--- src/logic/wakeup_timer_defines.vh ---
`ifndef WAKEUP_TIMER_DEFINES_VH
`define WAKEUP_TIMER_DEFINES_VH

// Register offsets
`define ADDR_T3_COUNT_HIGH   8'h21
`define ADDR_T3_COUNT_LOW    8'h22
`define ADDR_WAKEUP_CONTROL  8'h23
`define ADDR_RELOAD_HIGH     8'h24
`define ADDR_RELOAD_LOW      8'h25
`define ADDR_IRQ_STATUS      8'h30
`define ADDR_IRQ_ENABLE      8'h31
`define ADDR_IRQ_CLEAR       8'h32

// Control register fields
`define CTRL_RUNNING_BIT     7
`define CTRL_STROBE_BIT      6
`define CTRL_TRIM_BIT        5
`define CTRL_CARD_BIT        4
`define CTRL_RESTART_BIT     3
`define CTRL_WAKE_BIT        2
`define CTRL_CLKSEL_HI       1
`define CTRL_CLKSEL_LO       0

// Interrupt status fields
`define IRQ_UNDERFLOW_BIT    0
`define IRQ_CARD_BIT         1
`define IRQ_WIDTH            2

// Reset values
`define CTRL_RESET           6'h00
`define RELOAD_RESET         8'h00
`define IRQ_ENABLE_RESET     2'h0

// Clock select codes and prescale divisions
`define CLKSEL_DIV1          2'h0
`define CLKSEL_DIV8          2'h1
`define CLKSEL_DIV16         2'h2
`define CLKSEL_DIV32         2'h3
`define PRESCALE_WIDTH       5

`endif

--- src/logic/wakeup_timer.v ---
// Functional notes
// - Timer 3 count readable as high, low bytes
// - Control bit 7 shows timer running
// - Running changes with strobe bit 6, or clears when the timer stops at zero
// - Auto-trim starts trimming on each underflow
// - Auto card-detect runs detection sequence on underflow
// - Card detection restarts timer without gap
// - Timer 3 times field-on during detection
// - Auto-restart or auto card-detect reloads; otherwise stops at zero
// - Underflow sets the interrupt request flag
// - Auto-wake wakes chip on underflow
// - Clock select: 1, /8, /16, /32
// - Reload loaded at start event and on underflow with auto-restart or auto card-detect
`timescale 1ns/1ps
`default_nettype none
`include "wakeup_timer_defines.vh"

module wakeup_timer (
	// Clock and reset
	input  wire        clk,
	input  wire        rst_n,
	// Register port
	input  wire [7:0]  addr,
	input  wire [7:0]  wdata,
	input  wire        wr_en,
	input  wire        rd_en,
	output reg  [7:0]  rdata,
	// Oscillator pin
	input  wire        lfo_clk_pin,
	// Timer 3 link
	input  wire [15:0] timer3_count,
	output reg         timer3_field_start,
	input  wire        timer3_expired,
	// Trimming engine
	output reg         trim_start,
	// Card detection engine
	output reg         card_detect_start,
	input  wire        card_detect_done,
	input  wire        card_found,
	// Power control
	output reg         wake_request,
	output reg         power_down_request,
	// Interrupt
	output wire        irq
);

	// Control register storage
	reg                  running_reg;
	reg                  auto_trim_reg;
	reg                  auto_card_reg;
	reg                  auto_restart_reg;
	reg                  auto_wake_reg;
	reg [1:0]            clock_select_reg;
	reg [7:0]            reload_high_reg;
	reg [7:0]            reload_low_reg;
	reg [15:0]           count_reg;
	reg [`IRQ_WIDTH-1:0] irq_status_reg;
	reg [`IRQ_WIDTH-1:0] irq_enable_reg;
	reg                  detect_busy_reg;
	reg                  field_on_reg;

	wire        lfo_tick;
	wire        count_tick;
	wire        ctrl_write;
	wire        start_stop;
	wire        start_event;
	wire        underflow;
	wire        card_event;
	wire [15:0] wakeup_reload_value;
	reg  [`IRQ_WIDTH-1:0] irq_set;
	reg  [`IRQ_WIDTH-1:0] irq_clear;

	lfo_tick_sync u_sync (
		.clk         (clk),
		.rst_n       (rst_n),
		.lfo_clk_pin (lfo_clk_pin),
		.lfo_tick    (lfo_tick)
	);

	wakeup_prescaler u_prescaler (
		.clk          (clk),
		.rst_n        (rst_n),
		.lfo_tick     (lfo_tick),
		.restart      (start_event),
		.clock_select (clock_select_reg),
		.count_tick   (count_tick)
	);

	assign wakeup_reload_value = {reload_high_reg, reload_low_reg};
	assign ctrl_write  = wr_en && (addr == `ADDR_WAKEUP_CONTROL);
	assign start_stop  = ctrl_write && wdata[`CTRL_STROBE_BIT];
	assign start_event = start_stop && wdata[`CTRL_RUNNING_BIT] && !running_reg;
	assign underflow   = running_reg && count_tick && (count_reg == 16'h0000);
	assign card_event  = detect_busy_reg && card_detect_done && card_found;

	// Control and reload registers
	always @(posedge clk or negedge rst_n) begin
		if (!rst_n) begin
			auto_trim_reg    <= 1'b0;
			auto_card_reg    <= 1'b0;
			auto_restart_reg <= 1'b0;
			auto_wake_reg    <= 1'b0;
			clock_select_reg <= `CLKSEL_DIV1;
			reload_high_reg  <= `RELOAD_RESET;
			reload_low_reg   <= `RELOAD_RESET;
			irq_enable_reg   <= `IRQ_ENABLE_RESET;
		end else if (wr_en) begin
			case (addr)
				`ADDR_WAKEUP_CONTROL: begin
					auto_trim_reg    <= wdata[`CTRL_TRIM_BIT];
					auto_card_reg    <= wdata[`CTRL_CARD_BIT];
					auto_restart_reg <= wdata[`CTRL_RESTART_BIT];
					auto_wake_reg    <= wdata[`CTRL_WAKE_BIT];
					clock_select_reg <= wdata[`CTRL_CLKSEL_HI:`CTRL_CLKSEL_LO];
				end
				`ADDR_RELOAD_HIGH: reload_high_reg <= wdata;
				`ADDR_RELOAD_LOW:  reload_low_reg  <= wdata;
				`ADDR_IRQ_ENABLE:  irq_enable_reg  <= wdata[`IRQ_WIDTH-1:0];
				default: ;
			endcase
		end
	end

	// Counter and running state
	always @(posedge clk or negedge rst_n) begin
		if (!rst_n) begin
			running_reg <= 1'b0;
			count_reg   <= 16'h0000;
		end else if (start_stop) begin
			running_reg <= wdata[`CTRL_RUNNING_BIT];
			if (start_event) begin
				count_reg <= wakeup_reload_value;
			end
		end else if (underflow) begin
			if (auto_restart_reg || auto_card_reg) begin
				count_reg <= wakeup_reload_value;
			end else begin
				running_reg <= 1'b0;
			end
		end else if (running_reg && count_tick) begin
			count_reg <= count_reg - 16'h0001;
		end
	end

	// Underflow actions
	always @(posedge clk or negedge rst_n) begin
		if (!rst_n) begin
			trim_start        <= 1'b0;
			card_detect_start <= 1'b0;
			wake_request      <= 1'b0;
		end else begin
			trim_start        <= underflow && auto_trim_reg;
			card_detect_start <= underflow && auto_card_reg && !detect_busy_reg;
			wake_request      <= (underflow && auto_wake_reg) || card_event;
		end
	end

	// Card detection sequence tracking
	always @(posedge clk or negedge rst_n) begin
		if (!rst_n) begin
			detect_busy_reg    <= 1'b0;
			field_on_reg       <= 1'b0;
			timer3_field_start <= 1'b0;
			power_down_request <= 1'b0;
		end else begin
			timer3_field_start <= card_detect_start;
			power_down_request <= detect_busy_reg && card_detect_done && !card_found
				&& auto_wake_reg;
			if (card_detect_start) begin
				detect_busy_reg <= 1'b1;
				field_on_reg    <= 1'b1;
			end else begin
				if (card_detect_done) begin
					detect_busy_reg <= 1'b0;
				end
				if (timer3_expired || card_detect_done) begin
					field_on_reg <= 1'b0;
				end
			end
		end
	end

	// Interrupt status, set wins over clear
	always @* begin
		irq_set   = {`IRQ_WIDTH{1'b0}};
		irq_clear = {`IRQ_WIDTH{1'b0}};
		irq_set[`IRQ_UNDERFLOW_BIT] = underflow;
		irq_set[`IRQ_CARD_BIT]      = card_event;
		if (wr_en && (addr == `ADDR_IRQ_CLEAR)) begin
			irq_clear = wdata[`IRQ_WIDTH-1:0];
		end
	end

	always @(posedge clk or negedge rst_n) begin
		if (!rst_n) begin
			irq_status_reg <= {`IRQ_WIDTH{1'b0}};
		end else begin
			irq_status_reg <= (irq_status_reg & ~irq_clear) | irq_set;
		end
	end

	assign irq = |(irq_status_reg & irq_enable_reg);

	// Read data
	always @(posedge clk or negedge rst_n) begin
		if (!rst_n) begin
			rdata <= 8'h00;
		end else if (rd_en) begin
			case (addr)
				`ADDR_T3_COUNT_HIGH:  rdata <= timer3_count[15:8];
				`ADDR_T3_COUNT_LOW:   rdata <= timer3_count[7:0];
				`ADDR_WAKEUP_CONTROL: rdata <= {running_reg, 1'b0, auto_trim_reg,
					auto_card_reg, auto_restart_reg, auto_wake_reg,
					clock_select_reg};
				`ADDR_RELOAD_HIGH:    rdata <= reload_high_reg;
				`ADDR_RELOAD_LOW:     rdata <= reload_low_reg;
				`ADDR_IRQ_STATUS:     rdata <= {6'h00, irq_status_reg};
				`ADDR_IRQ_ENABLE:     rdata <= {6'h00, irq_enable_reg};
				default:              rdata <= 8'h00;
			endcase
		end else begin
			rdata <= 8'h00;
		end
	end

endmodule // wakeup_timer
`default_nettype wire

--- src/logic/lfo_tick_sync.v ---
`timescale 1ns/1ps
`default_nettype none
`include "wakeup_timer_defines.vh"

module lfo_tick_sync (
	// Clock and reset
	input  wire       clk,
	input  wire       rst_n,
	// Oscillator pin
	input  wire       lfo_clk_pin,
	// Tick out
	output wire       lfo_tick
);

	reg sync1_reg;
	reg sync2_reg;
	reg prev_reg;

	always @(posedge clk or negedge rst_n) begin
		if (!rst_n) begin
			sync1_reg <= 1'b0;
			sync2_reg <= 1'b0;
			prev_reg  <= 1'b0;
		end else begin
			sync1_reg <= lfo_clk_pin;
			sync2_reg <= sync1_reg;
			prev_reg  <= sync2_reg;
		end
	end

	// Rising edge of the oscillator
	assign lfo_tick = sync2_reg & ~prev_reg;

endmodule // lfo_tick_sync
`default_nettype wire

--- src/logic/wakeup_prescaler.v ---
`timescale 1ns/1ps
`default_nettype none
`include "wakeup_timer_defines.vh"

module wakeup_prescaler (
	// Clock and reset
	input  wire       clk,
	input  wire       rst_n,
	// Control
	input  wire       lfo_tick,
	input  wire       restart,
	input  wire [1:0] clock_select,
	// Tick out
	output reg        count_tick
);

	reg [`PRESCALE_WIDTH-1:0] div_reg;
	reg                       hit;

	always @* begin
		case (clock_select)
			`CLKSEL_DIV1:  hit = 1'b1;
			`CLKSEL_DIV8:  hit = (div_reg[2:0] == 3'h7);
			`CLKSEL_DIV16: hit = (div_reg[3:0] == 4'hf);
			default:       hit = (div_reg == 5'h1f);
		endcase
		count_tick = lfo_tick & hit;
	end

	always @(posedge clk or negedge rst_n) begin
		if (!rst_n) begin
			div_reg <= 5'h00;
		end else if (restart) begin
			div_reg <= 5'h00;
		end else if (lfo_tick) begin
			div_reg <= div_reg + 5'h01;
		end
	end

endmodule // wakeup_prescaler
`default_nettype wire

--- config.mk ---
export PLATFORM = sky130hd
export DESIGN_NAME = wakeup_timer
export DESIGN_NICKNAME = d
export VERILOG_FILES = /design/src/logic/wakeup_timer.v /design/src/logic/lfo_tick_sync.v /design/src/logic/wakeup_prescaler.v
export VERILOG_INCLUDE_DIRS = /design/src /design/src/logic
export SDC_FILE = /design/constraint.sdc
export NUM_CORES = 1
export LEC_CHECK = 0
export BUFFER_PORTS_ARGS = -buffer_cell sky130_fd_sc_hd__buf_2
export CAP_MARGIN = 5
export CORE_UTILIZATION = 25
export DETAILED_ROUTE_END_ITERATION = 12
export GPL_ROUTABILITY_DRIVEN = 1
export SYNTH_ARGS = -nofsm -noshare
export SYNTH_HDL_FRONTEND = slang
export SYNTH_SLANG_ARGS = --single-unit
--- constraint.sdc ---
create_clock -name clk -period 2.85 [get_ports clk]
set_input_delay 0.1425 -clock clk [delete_from_list [all_inputs] [get_ports clk]]
set_output_delay 0.1425 -clock clk [all_outputs]
set_load 0.005 [all_outputs]
---- Word-level counts from Yosys, hierarchy flattened ----
Cells that the tools add are included.
word-level totals
  memories ................................ 0
  bits of input ports ..................... 40
  logic and storage cells ................. 96
  bits in writable memories ............... 0
  output and inout bits ................... 14
  register bits ........................... 65
  bits in latches ......................... 0
  bits in read-only memories .............. 0
operators by class
  $lt $le $gt $ge ......................... 0
  reduce and logical (&&, ||, !) cells .... 33
  add/subtract/negate cells ............... 2
  shifts and indexed selects .............. 0
  multiplexer cells ....................... 16
  $mul .................................... 0
  div/mod/pow operators ................... 0
  bitwise logic cells ..................... 7
  equality and inequality tests ........... 16
operators with widths
  cell                     number
  $mux W16                 5
  $eq A8 B6 Y1 const B     8
  $pmux W8 S7              1
  $logic_not A16 Y1        1
  $sub A16 B1 Y16 const B  1
  $logic_and A1 B1 Y1      15
  $mux W5                  2
  $reduce_and A2 Y1        5
  $mux W8                  1
  $reduce_bool A2 Y1       3
  $add A5 B1 Y5 const B    1
  $eq A5 B5 Y1 const B     1
  $mux W1                  5
  $and A2 B2 Y2            2
  $eq A4 B4 Y1 const B     1
  $eq A3 B3 Y1 const B     1
  $logic_not A1 Y1         3
  $ne A3 B2 Y1 const B     1
  $pmux W1 S3              1
  $reduce_and A3 Y1        1
  $reduce_bool A3 Y1       1
  $and A1 B1 Y1            2
  $eq A2 B1 Y1 const B     1
  $eq A2 B2 Y1 const B     1
  9 further kinds          10

---- Depth between registers and ports, before layout ----
Gate-level depths: netlist of the first run.
  depth in word-level cells ............... 7
  gate-level depth with buffers ........... 12
  depth with buffers taken out ............ 10

---- Hierarchy ----
Synthesis of the first run repeated with hierarchy kept, for this count alone.
unflattened totals
  cell total of the unflattened synthesis .. 314
  area, all modules ....................... 3448.3 µm²
modules (own cells, without submodules)
  module            instances  cells an instance  sequential area each (µm²)  area each (µm²)
  wakeup_timer      1          283                1426.4                      3045.4
  wakeup_prescaler  1          27                 125.1                       314.1
  lfo_tick_sync     1          4                  75.1                        88.8

---- Least setup slack after synthesis of the first run ----
Ideal clock, no wire load.
  path kind ............................... reg-to-reg
  start point ............................. reg u_prescaler.div_reg[0]
  end point ............................... reg count_reg[10]
  setup slack ............................. 0.579 ns
  stages on the path, launching flop included .. 13
  data required time ...................... 2.722 ns
  arrival ................................. 2.144 ns
  library setup time ...................... 0.128 ns
  cell sequence ........................... dfrtp_1 ha_1 nand3_1 inv_1 ha_1 nand3_1 o221ai_1 and3_1 clkbuf_1 a21oi_1 buf_2 mux2i_1 o22ai_1
between the ends
  cells in the longest elaborated chain, start to end .. 7
  elaborated cells on any way between the ends .. 12
  those cells by class .................... eq/ne (4); mux (3); bitwise (1); reduce/logical (4)
ends and longest elaborated chain
  item                                                            line                                   text
  start: declaration                                              wakeup_prescaler.v:17                  reg [`PRESCALE_WIDTH-1:0] div_reg;
  start signal: assignment                                        wakeup_prescaler.v:36                  div_reg <= div_reg + 5'h01;
  $eq A5 B5 Y1, or another cell as far along                      wakeup_prescaler.v:25                  default: hit = (div_reg == 5'h1f);
  $pmux W1 S3 (*)                                                 wakeup_prescaler.v:21                  case (clock_select)
  $and A1 B1 Y1 (*)                                               wakeup_prescaler.v:27                  count_tick = lfo_tick & hit;
  $logic_and A1 B1 Y1 (*)                                         wakeup_timer.v:93, wakeup_timer.v:140
  $logic_and A1 B1 Y1                                             wakeup_timer.v:93                      assign underflow = running_reg && count_tick && (count_reg == 16'h0000);
  $ne A3 B2 Y1 (no source line), or another cell as far along     n/a
  $reduce_and A3 Y1 (no source line) or $mux W16 (tied branches)  n/a
  end signal: assignment                                          wakeup_timer.v:132                     count_reg <= wakeup_reload_value;
  end signal: assignment                                          wakeup_timer.v:136                     count_reg <= wakeup_reload_value;
  end signal: assignment                                          wakeup_timer.v:141                     count_reg <= count_reg - 16'h0001;
  end: declaration                                                wakeup_timer.v:56                      reg [15:0] count_reg;
Mark *: on every way between the ends. The rest lies on a longest branch, timed or not.
A chain may end at the register's enable or synchronous reset.

---- Worst setup path in the final report of the first run ----
  start point ............................. reg count_reg[0]
  end point ............................... reg count_reg[10]
between the ends
  cells in the longest elaborated chain, start to end .. 4
  elaborated cells on any way between the ends .. 9
  those cells by class .................... add/sub (1); eq/ne (1); mux (3); reduce/logical (4)
ends and longest elaborated chain
  item                                                  line                                   text
  $sub A16 B1 Y16 or $logic_not A16 Y1 (tied branches)  wakeup_timer.v:141, wakeup_timer.v:93
  $mux W16 or $logic_and A1 B1 Y1 (tied branches)       wakeup_timer.v:140, wakeup_timer.v:93
  $mux W16, or another cell as far along                wakeup_timer.v:134                     end else if (underflow) begin
  $mux W16 or $reduce_and A3 Y1 (tied branches)         n/a
Parallel ways exist; a longest one is shown, timed or not. The select of a mux whose other input is x is not followed.

==> metrics.yaml, run 1 <==
status:
  run_status: "completed"
route:
  drt_iter0_drc: 233
  post-route-drc-count: 0
  first_pass_iters: 6
  ant_nets: 0
  post_drt_wl_per_cell_um: 16.1
  totalWireLength_um: 8860
  vias: 2856
  via_per_inst: 5.18
synthesis:
  syn_inst: 313
  yosys.area.top_type: "dfrtp_1"
  yosysMostFrequentCell: "dfrtp_1"
  yosys-top-cells-count: "dfrtp_1, nand2_1, nor2_1"
  syn_nets: 358
  async_flop_share_pct: 100
  synth_ff_type: "dfrtp_1"
  synth-warning-count: 0
  synth_cell_type_count: 64
  ys_top_cells_by_area: "dfrtp_1, mux2_1, a21oi_1, mux2_2, nand2_1"
  synth-edff-count: 0
  avgSynthCellArea_um2: 10.6
  yosysSeqAreaShare_pct: 48.8
  syn_area_mm2: 0.00333
  synth_seq_cells: 65
  yosys.area.top_type_share_pct: 48.8
cts:
  clockRootBuffer: "clkbuf_16"
  clk-insertion-delay-late_ns: 0.33
  htree_levels: 3
  path_clk_slew_ns: 0.06
  clock_path_buffers: 2
  cts_made_buffers: 9
  cts_tree: "yes"
  cts_hold_buf: 3
  cts_setup_buffers: 0
  post_cts_resized: 0
  numClockSinks: 65
sta:
  clock_skew_ns: 0.00812
  whs_ns: 0.0541
  finalHoldViolations: 0
  tns_ns: 0
  setup_viol: 0
  rsz0062_at_grt: "false"
  max-slew-margin-rel_pct: 49.4
  tightest_slew_ns: 0.757
  min_period_ns: 2.30
  finalWorstSetupSlack_ns: 0.546
  fin_crit_sh_pct: 80.8
  slew_violations: 0
  max_freq_ghz: 0.434
critical_path:
  cp-start-kind: "flop"
  timing.rr.start: "count_reg[0]"
  cp_max_fo: 5
  crit_chain: "inv_1 -> ha_1 -> nor3b_1 -> nand2_1 -> nor3_1 -> nand3_1 -> a21oi_1 -> o22ai_1"
  critical_path_class: "reg2reg"
  cp.required_ns: 3.06
  cp-startpoint: "count_reg[0]"
  max_stage_delay_ns: 0.44
  worstPathArrival_ns: 2.52
  crit_slowest_cell: "nor3b_1"
  end_kind: "flop"
global_routing:
  grt_pass1_wl_um: 14900
  grt_use_total_pct: 13.5
  antenna_found_initial: 0
  grt-ovfl-total: 0
  grt_max_degree: 28
  grt_pass1_vias: 2897
pwr:
  p_leak_nw: 1.88
  ir_drop_v: 0.000271
  power-per-cell-area_mw_per_mm2: 572
floorplan:
  ios: 54
  die_height_um: 117
  core_area_mm2: 0.0128
  die-width_um: 117
  placementRows: 41
  die_area_mm2: 0.0138
  initial_core_util_pct: 26.0
final_layout:
  largest_reg_flops: 16
  fin_nets: 419
  drive_gt1_share_pct: 25.9
  antenna_cells: 0
  syn_to_final_growth_pct: 24.1
place:
  gp_congestion: 0.855
  dpl_worst_slack_ns: 0.564
  portBuffers: 52
  place_hpwl_um: 6620
worst_hold_path:
  hold_class: "in2reg"
  min_from: "card_detect_done"
flow_run:
  drv_cap: 0
[final cells by class]
| cell class | count | area, um^2 |
|---|---|---|
| Clock buffer | 9 | 225 |
| Clock inverter | 7 | 77.6 |
| Fill cell | 1332 | 8690 |
| Inverter | 13 | 48.8 |
| Multi-Input combinational cell | 223 | 1600 |
| Sequential cell | 65 | 1630 |
| Tap cell | 172 | 215 |
| Timing Repair Buffer | 62 | 343 |
[layer usage]
layer	wire, um	GRT usage, %	vias up	part of all wire, %
met1	4120	18.1	1408	47
met4	154	4.49	0	1.7
met2	4030	21.2	114	46
met5	0	0	-	0
li1	-	-	1318	-
met3	545	3.10	16	6.2
[power breakdown]
part / total (mW) / switching, mW / internal, mW / leakage (nW)
Clock: 1.12 / 0.437 / 0.684 / 0.146
Sequential: 1.04 / 0.0554 / 0.984 / 0.850
Combinational: 0.204 / 0.109 / 0.0957 / 0.879
Total: 2.36 / 0.601 / 1.76 / 1.88
[worst paths after layout]
path                                                to  slack, ns  depth (start not counted)
min in group asynchronous       u_prescaler.div_reg[2]       0.37                          2
worst min-delay path                power_down_request       0.05                          3
max in group asynchronous                auto_wake_reg       1.74                          3
worst max register to register           count_reg[10]       0.55                          8
worst min register to register        u_sync.sync2_reg       0.35                          0
worst max-delay path                     count_reg[10]       0.55                          8
[cells by family (layout without fill, tap and decap cells)]
logic type      after synthesis  after routing  share of synthesized area, %
compound gates               87             87                          18.1
mux                          29             29                          9.53
xor+xnor                      2              2                         0.526
flops                        65             65                          48.8
buf+inv                      25             91                          3.19
simple gates                100            100                          17.9
fa+ha+maj                     5              5                          1.88
[cells in the final DEF, fill, tap and decap left out, types with 2 or more instances in the layout]
cell type / n
mux2_1: 14
nor4_2: 2
buf_2: 52
a31oi_1: 7
o2bb2ai_1: 6
clkinv_4: 2
nand2_1: 23
and3_1: 2
inv_1: 13
a32oi_1: 2
a222oi_1: 7
buf_4: 7
inv_6: 2
a21oi_1: 18
o22a_1: 2
nor2_1: 19
a22oi_1: 11
nand3_1: 7
nand4_1: 8
nor3b_1: 2
o21ai_0: 8
clkbuf_16: 9
o21ai_1: 9
o22ai_1: 4
dfrtp_1: 65
nand2b_1: 3
mux2_2: 8
nor2b_1: 2
nor3_1: 9
mux2i_1: 7
dlygate4sd3_1: 3
ha_1: 5
nor3_4: 2
nor4_1: 3
[stage by stage]
stage / utilization, % / total power, mW / area [um^2] / std cells
final: 32.3 / 2.36 / 4140 / 551
after global placement: 29.7 / 1.24 / 3800 / 532
after global routing: 32.3 / 2.47 / 4140 / 551
after CTS: 32.3 / 2.38 / 4140 / 551
after floorplan: - / 1.16 / 3330 / 313
after detailed placement: 29.7 / 1.26 / 3800 / 532
[critical path, delay by kind of cell (launching register included)]
family          cells  cell delay (ns)
compound gates      2             0.26
simple gates        4             1.18
flops               1             0.42
buf+inv             1             0.12
fa+ha+maj           1             0.20
Power figures use the tool's default switching activity.
==> inputs of run 2 (changes only) <==
==> constraint.sdc (replaced) <==
create_clock -name clk -period 1.9 [get_ports clk]
set_input_delay 0.095 -clock clk [delete_from_list [all_inputs] [get_ports clk]]
set_output_delay 0.095 -clock clk [all_outputs]
set_load 0.005 [all_outputs]
==> run 2 against run 1 <==
The flow now finishes with violations (setup timing). Combinational power up 150%. Clock power up 50%. Via count up 13%. Largest cell class is now multi-input combinational cells.
==> metrics.yaml, run 2 (same netlist as run 1, synthesis figures left out) <==
cts:
  path_clk_slew_ns: 0.06
  numClockSinks: 65
  cts_made_buffers: 9
  clock_path_buffers: 2
  htree_levels: 3
  clockRootBuffer: "clkbuf_16"
  cts_tree: "yes"
  clk-insertion-delay-late_ns: 0.33
final_layout:
  post-route-util_pct: 38.7
  multi_input_area_mm2: 0.00182
  mostFrequentLayoutCells: "dfrtp_1, buf_4, buf_2"
  layout_commonest_cell: "dfrtp_1"
  layout.area.seq_mm2: 0.00163
  antenna_cells: 0
  fill_cells: 1271
  largest_reg_flops: 16
  syn_to_final_growth_pct: 48.7
  drive_gt1_share_pct: 44.0
  fin_nets: 488
place:
  gp_congestion: 0.861
  place_hpwl_um: 7410
  dpl_worst_slack_ns: -0.272
  portBuffers: 52
critical_path:
  reg2reg_to: "count_reg[2]"
  cp-start-kind: "flop"
  critical_path_class: "reg2reg"
  reg2reg_slack_ns: -0.15
  end_kind: "flop"
  cp.required_ns: 2.12
  worstPathArrival_ns: 2.27
  cp-startpoint: "count_reg[0]"
  cp_max_fo: 7
  r2r_cells: 8
  timing.rr.start: "count_reg[0]"
  critical_path.endpoint: "count_reg[2]"
route:
  post-route-drc-count: 0
  totalWireLength_um: 10600
  drt_iter0_drc: 306
  via_per_inst: 5.22
  post_drt_wl_per_cell_um: 17.2
  first_pass_iters: 8
  vias: 3238
  ant_nets: 0
floorplan:
  core_area_mm2: 0.0128
  die_area_mm2: 0.0138
  placementRows: 41
  ios: 54
  die_height_um: 117
  die-width_um: 117
  initial_core_util_pct: 26.0
pwr:
  power-per-cell-area_mw_per_mm2: 758
  p_leak_nw: 2.26
  ir_drop_v: 0.000483
sta:
  slew_violations: 0
  rsz0062_at_grt: "true"
  finalWorstSetupSlack_ns: -0.150
  tns_ns: -1.51
  max-slew-margin-rel_pct: 51.8
  max_freq_ghz: 0.488
  fin_crit_sh_pct: 108
  whs_ns: 0.0307
  min_period_ns: 2.05
  finalHoldViolations: 0
  setup_viol: 17
  clock_skew_ns: 0.00827
  tightest_slew_ns: 0.719
global_routing:
  grt_use_total_pct: 15.5
  grt_pass1_vias: 3256
  grt_pass1_wl_um: 17000
  antenna_found_initial: 0
  grt-ovfl-total: 0
  grt_max_degree: 66
status:
  violations: "setup timing"
  run_status: "finished with violations"
worst_hold_path:
  hold_class: "in2reg"
flow_run:
  drv_cap: 0
-- run 2: changes by cell type in the layout (fill, tap and decap cells not counted), sizes merged --
cell / change
dlygate4sd3: +3
clkinvlp: +1
buf: +65
clkbuf: +1
a31o: +1
inv: -2
-- run 2: repair_timing --
action	CTS	global route
setup endpoints to repair	18	20
hold buffers	6	0
setup buffers	8	7
gates resized for setup	26	23
cloned	1	0
pin swaps	9	19
endpoints found under the hold margin	69	0
-- run 2: how the worst min path moves through the flow --
stage                         from                      to  slack, ns  depth (start not counted)
after global routing      wdata[3]      reload_high_reg[3]       0.02                          2
after global placement       rst_n  u_prescaler.div_reg[3]       0.16                          2
after detailed placement     rst_n  u_prescaler.div_reg[3]       0.15                          2
after floorplan              rst_n           auto_card_reg      -0.20                          0
after CTS                 wdata[3]      reload_high_reg[3]       0.02                          2
final                     wdata[6]      reload_high_reg[6]       0.03                          2
-- run 2: report_power, final --
group	total, mW	switching (mW)	internal [mW]
Sequential	1.57	0.0931	1.48
Combinational	0.504	0.236	0.268
Clock	1.68	0.631	1.05
-- run 2: area by class of cell --
class                      count  area share (%)
clock inverter                 6            1.36
multi-input combinational    224            36.8
inverter                      13           0.984
timing repair buffer         130            18.9
tap                          172            4.34
clock buffer                  10            4.82
sequential                    65            32.8
-- run 2: worst max-delay path, cell delays in order (launching register included) --
cell	delay [ns]
dfrtp_1	0.39
inv_2	0.08
ha_4	0.13
nor4b_4	0.22
nand4_1	0.18
or2_4	0.30
a31o_2	0.34
o21a_1	0.13
o22a_1	0.17
-- run 2: stage by stage --
step                std cells  area (um^2)  power, mW
global placement          585         4300       1.99
floorplan                 313         3430       1.75
CTS                       615         4830       3.74
finish                    620         4960       3.76
global route              620         4960       3.92
detailed placement        585         4300       2.02
-- run 2: layer usage --
metal	wire length, um	vias to the layer above	global-route usage, %
met2	5190	151	25.3
li1	-	1461	-
met1	4630	1598	19.7
met4	267	0	5.85
met5	0	-	0
met3	548	28	3.97
==> inputs of run 3 (changes only) <==
--- a/config.mk
+++ b/config.mk
@@ -11,6 +11,7 @@
 export CORE_UTILIZATION = 25
 export DETAILED_ROUTE_END_ITERATION = 12
 export GPL_ROUTABILITY_DRIVEN = 1
+export RECOVER_POWER = 100
 export SYNTH_ARGS = -nofsm -noshare
 export SYNTH_HDL_FRONTEND = slang
 export SYNTH_SLANG_ARGS = --single-unit
==> constraint.sdc (replaced) <==
create_clock -name clk -period 2.2 [get_ports clk]
set_input_delay 0.11 -clock clk [delete_from_list [all_inputs] [get_ports clk]]
set_output_delay 0.11 -clock clk [all_outputs]
set_load 0.005 [all_outputs]
==> run 3 against run 2 <==
Sequential cell count is the same. Critical path depth shrank 1. Sequential power shrank 14%. The flow finishes with violations (capacitance limit, slew limit). Cell count shrank 7.3%. Critical path type unchanged. Maximum frequency shrank 1.8%.
==> metrics.yaml, run 3 (same netlist as run 1, synthesis figures left out) <==
sta:
  tightest_slew_ns: 1.61
  setup_viol: 0
  min_period_ns: 2.09
  whs_ns: 0.0247
  max_freq_ghz: 0.479
  rsz0062_at_grt: "true"
  finalHoldViolations: 0
  max-slew-margin-rel_pct: -7.04
  fin_crit_sh_pct: 94.9
  slew_violations: 66
  clock_skew_ns: 0.00486
final_layout:
  largest_reg_flops: 16
  fill_cells: 1330
  drive_gt1_share_pct: 29.5
  mostFrequentLayoutCells: "dfrtp_1, buf_2, buf_4"
  syn_to_final_growth_pct: 31.8
  layoutNonFillerInstCount: 575
  fin_nets: 445
  antenna_cells: 0
  layout_commonest_cell: "dfrtp_1"
route:
  ant_nets: 0
  post-route-drc-count: 0
  top_layer: "met4"
  post_drt_wl_per_cell_um: 16.2
  drt_iter0_drc: 209
  wl_met3_um: 395
  wl_met2_um: 4530
  vias: 2945
  first_pass_iters: 5
  wl_met1_um: 4270
  via_per_inst: 5.12
  totalWireLength_um: 9330
critical_path:
  cp-start-kind: "flop"
  timing.rr.start: "count_reg[13]"
  critical_path_class: "reg2reg"
  reg2reg_slack_ns: 0.11
  reg2reg_to: "count_reg[2]"
  crit_chain: "nor4_4 -> buf_4 -> nand4_1 -> or2_1 -> a31o_4 -> o21a_1 -> o22a_1"
  crit_family: "simple AND/OR/NAND/NOR gates"
  worstPathArrival_ns: 2.30
  crit_slowest_cell: "dfrtp_1"
  cp.required_ns: 2.41
  max_stage_delay_ns: 0.42
  cp_max_fo: 14
  crit_buf_inv: 1
  end_kind: "flop"
  r2r_cells: 7
global_routing:
  grt-ovfl-total: 0
  grt_use_total_pct: 14.2
  grt_pass1_wl_um: 15700
  grt_max_degree: 66
  antenna_found_initial: 0
  grt_pass1_vias: 2982
place:
  place_inst: 555
  gp_congestion: 0.900
  place_hpwl_um: 6830
  portBuffers: 52
floorplan:
  ios: 54
  placementRows: 41
  die-width_um: 117
  die_area_mm2: 0.0138
  core_area_mm2: 0.0128
  initial_core_util_pct: 26.0
  die_height_um: 117
status:
  violations: "capacitance limit, slew limit"
  run_status: "finished with violations"
pwr:
  power-per-cell-area_mw_per_mm2: 728
  ir_drop_v: 0.000418
  p_leak_nw: 1.98
cts:
  cts_tree: "yes"
  clock_path_buffers: 2
  htree_levels: 3
  clk-insertion-delay-late_ns: 0.33
  cts_made_buffers: 9
  path_clk_slew_ns: 0.05
  clockRootBuffer: "clkbuf_16"
  numClockSinks: 65
worst_hold_path:
  hold_class: "in2reg"
  hold_end: "reload_high_reg[5]"
  min_path_cells: 2
  min_from: "wdata[5]"
flow_run:
  drv_cap: 1
==> run 3: cell types whose count changed in the layout (fill, tap and decap cells not counted), sizes merged <==
cell	previous run	this run
bufinv	1	2
dlygate4sd3	6	2
clkinvlp	2	0
clkbuf	10	22
buf	124	75
a31o	2	1
clkinv	3	1
==> run 3: what timing repair did <==
item                       in CTS  in global routing
pin swaps                       0                  5
gates resized for setup         2                 14
gates cloned                    0                  1
buffers inserted                0                  3
hold buffers                    2                  0
hold endpoints to repair        2                  0
setup endpoints to repair       4                 15
==> run 3: where the power goes <==
| part | switching [mW] | internal, mW |
|---|---|---|
| logic | 0.164 | 0.157 |
| clock network | 0.494 | 1.04 |
| registers | 0.0723 | 1.28 |
==> run 3: per-stage QoR <==
stage               setup slack (ns)  utilization (%)  TNS (ns)  total power [mW]  area (um^2)
global route                 -0.0219             34.3   -0.0948              3.34         4390
CTS                          0.00761             33.7         0              3.20         4320
global placement              0.0604             31.0         0              1.63         3980
detailed placement           -0.0271             31.0   -0.0422              1.65         3980
finish                         0.112             34.3         0              3.20         4390
floorplan                     0.0309                -         0              1.50         3340
==> run 3: cell type report <==
type	instances	area, um^2	area share [%]
Sequential cell	65	1630	37.0
Multi-Input combinational cell	223	1660	37.8
Timing Repair Buffer	88	524	11.9
Clock buffer	11	253	5.75
Tap cell	172	215	4.90
Clock inverter	3	65.1	1.48
Inverter	13	48.8	1.11
==> run 3: worst max path at each step <==
stage / startpoint / end / cells after the start
floorplan: u_prescaler.div_reg[0] / count_reg[10] / 12
global placement: count_reg[0] / count_reg[2] / 8
detailed placement: u_prescaler.div_reg[0] / count_reg[10] / 11
CTS: u_prescaler.div_reg[0] / count_reg[10] / 11
global route: count_reg[0] / count_reg[2] / 8
finish: count_reg[13] / count_reg[2] / 7
==> run 3: per-layer routing <==
| layer | GRT usage (%) | vias up |
|---|---|---|
| met2 | 23.0 | 96 |
| met5 | 0 | - |
| li1 | - | 1361 |
| met4 | 4.97 | 0 |
| met1 | 18.4 | 1474 |
| met3 | 3.39 | 14 |
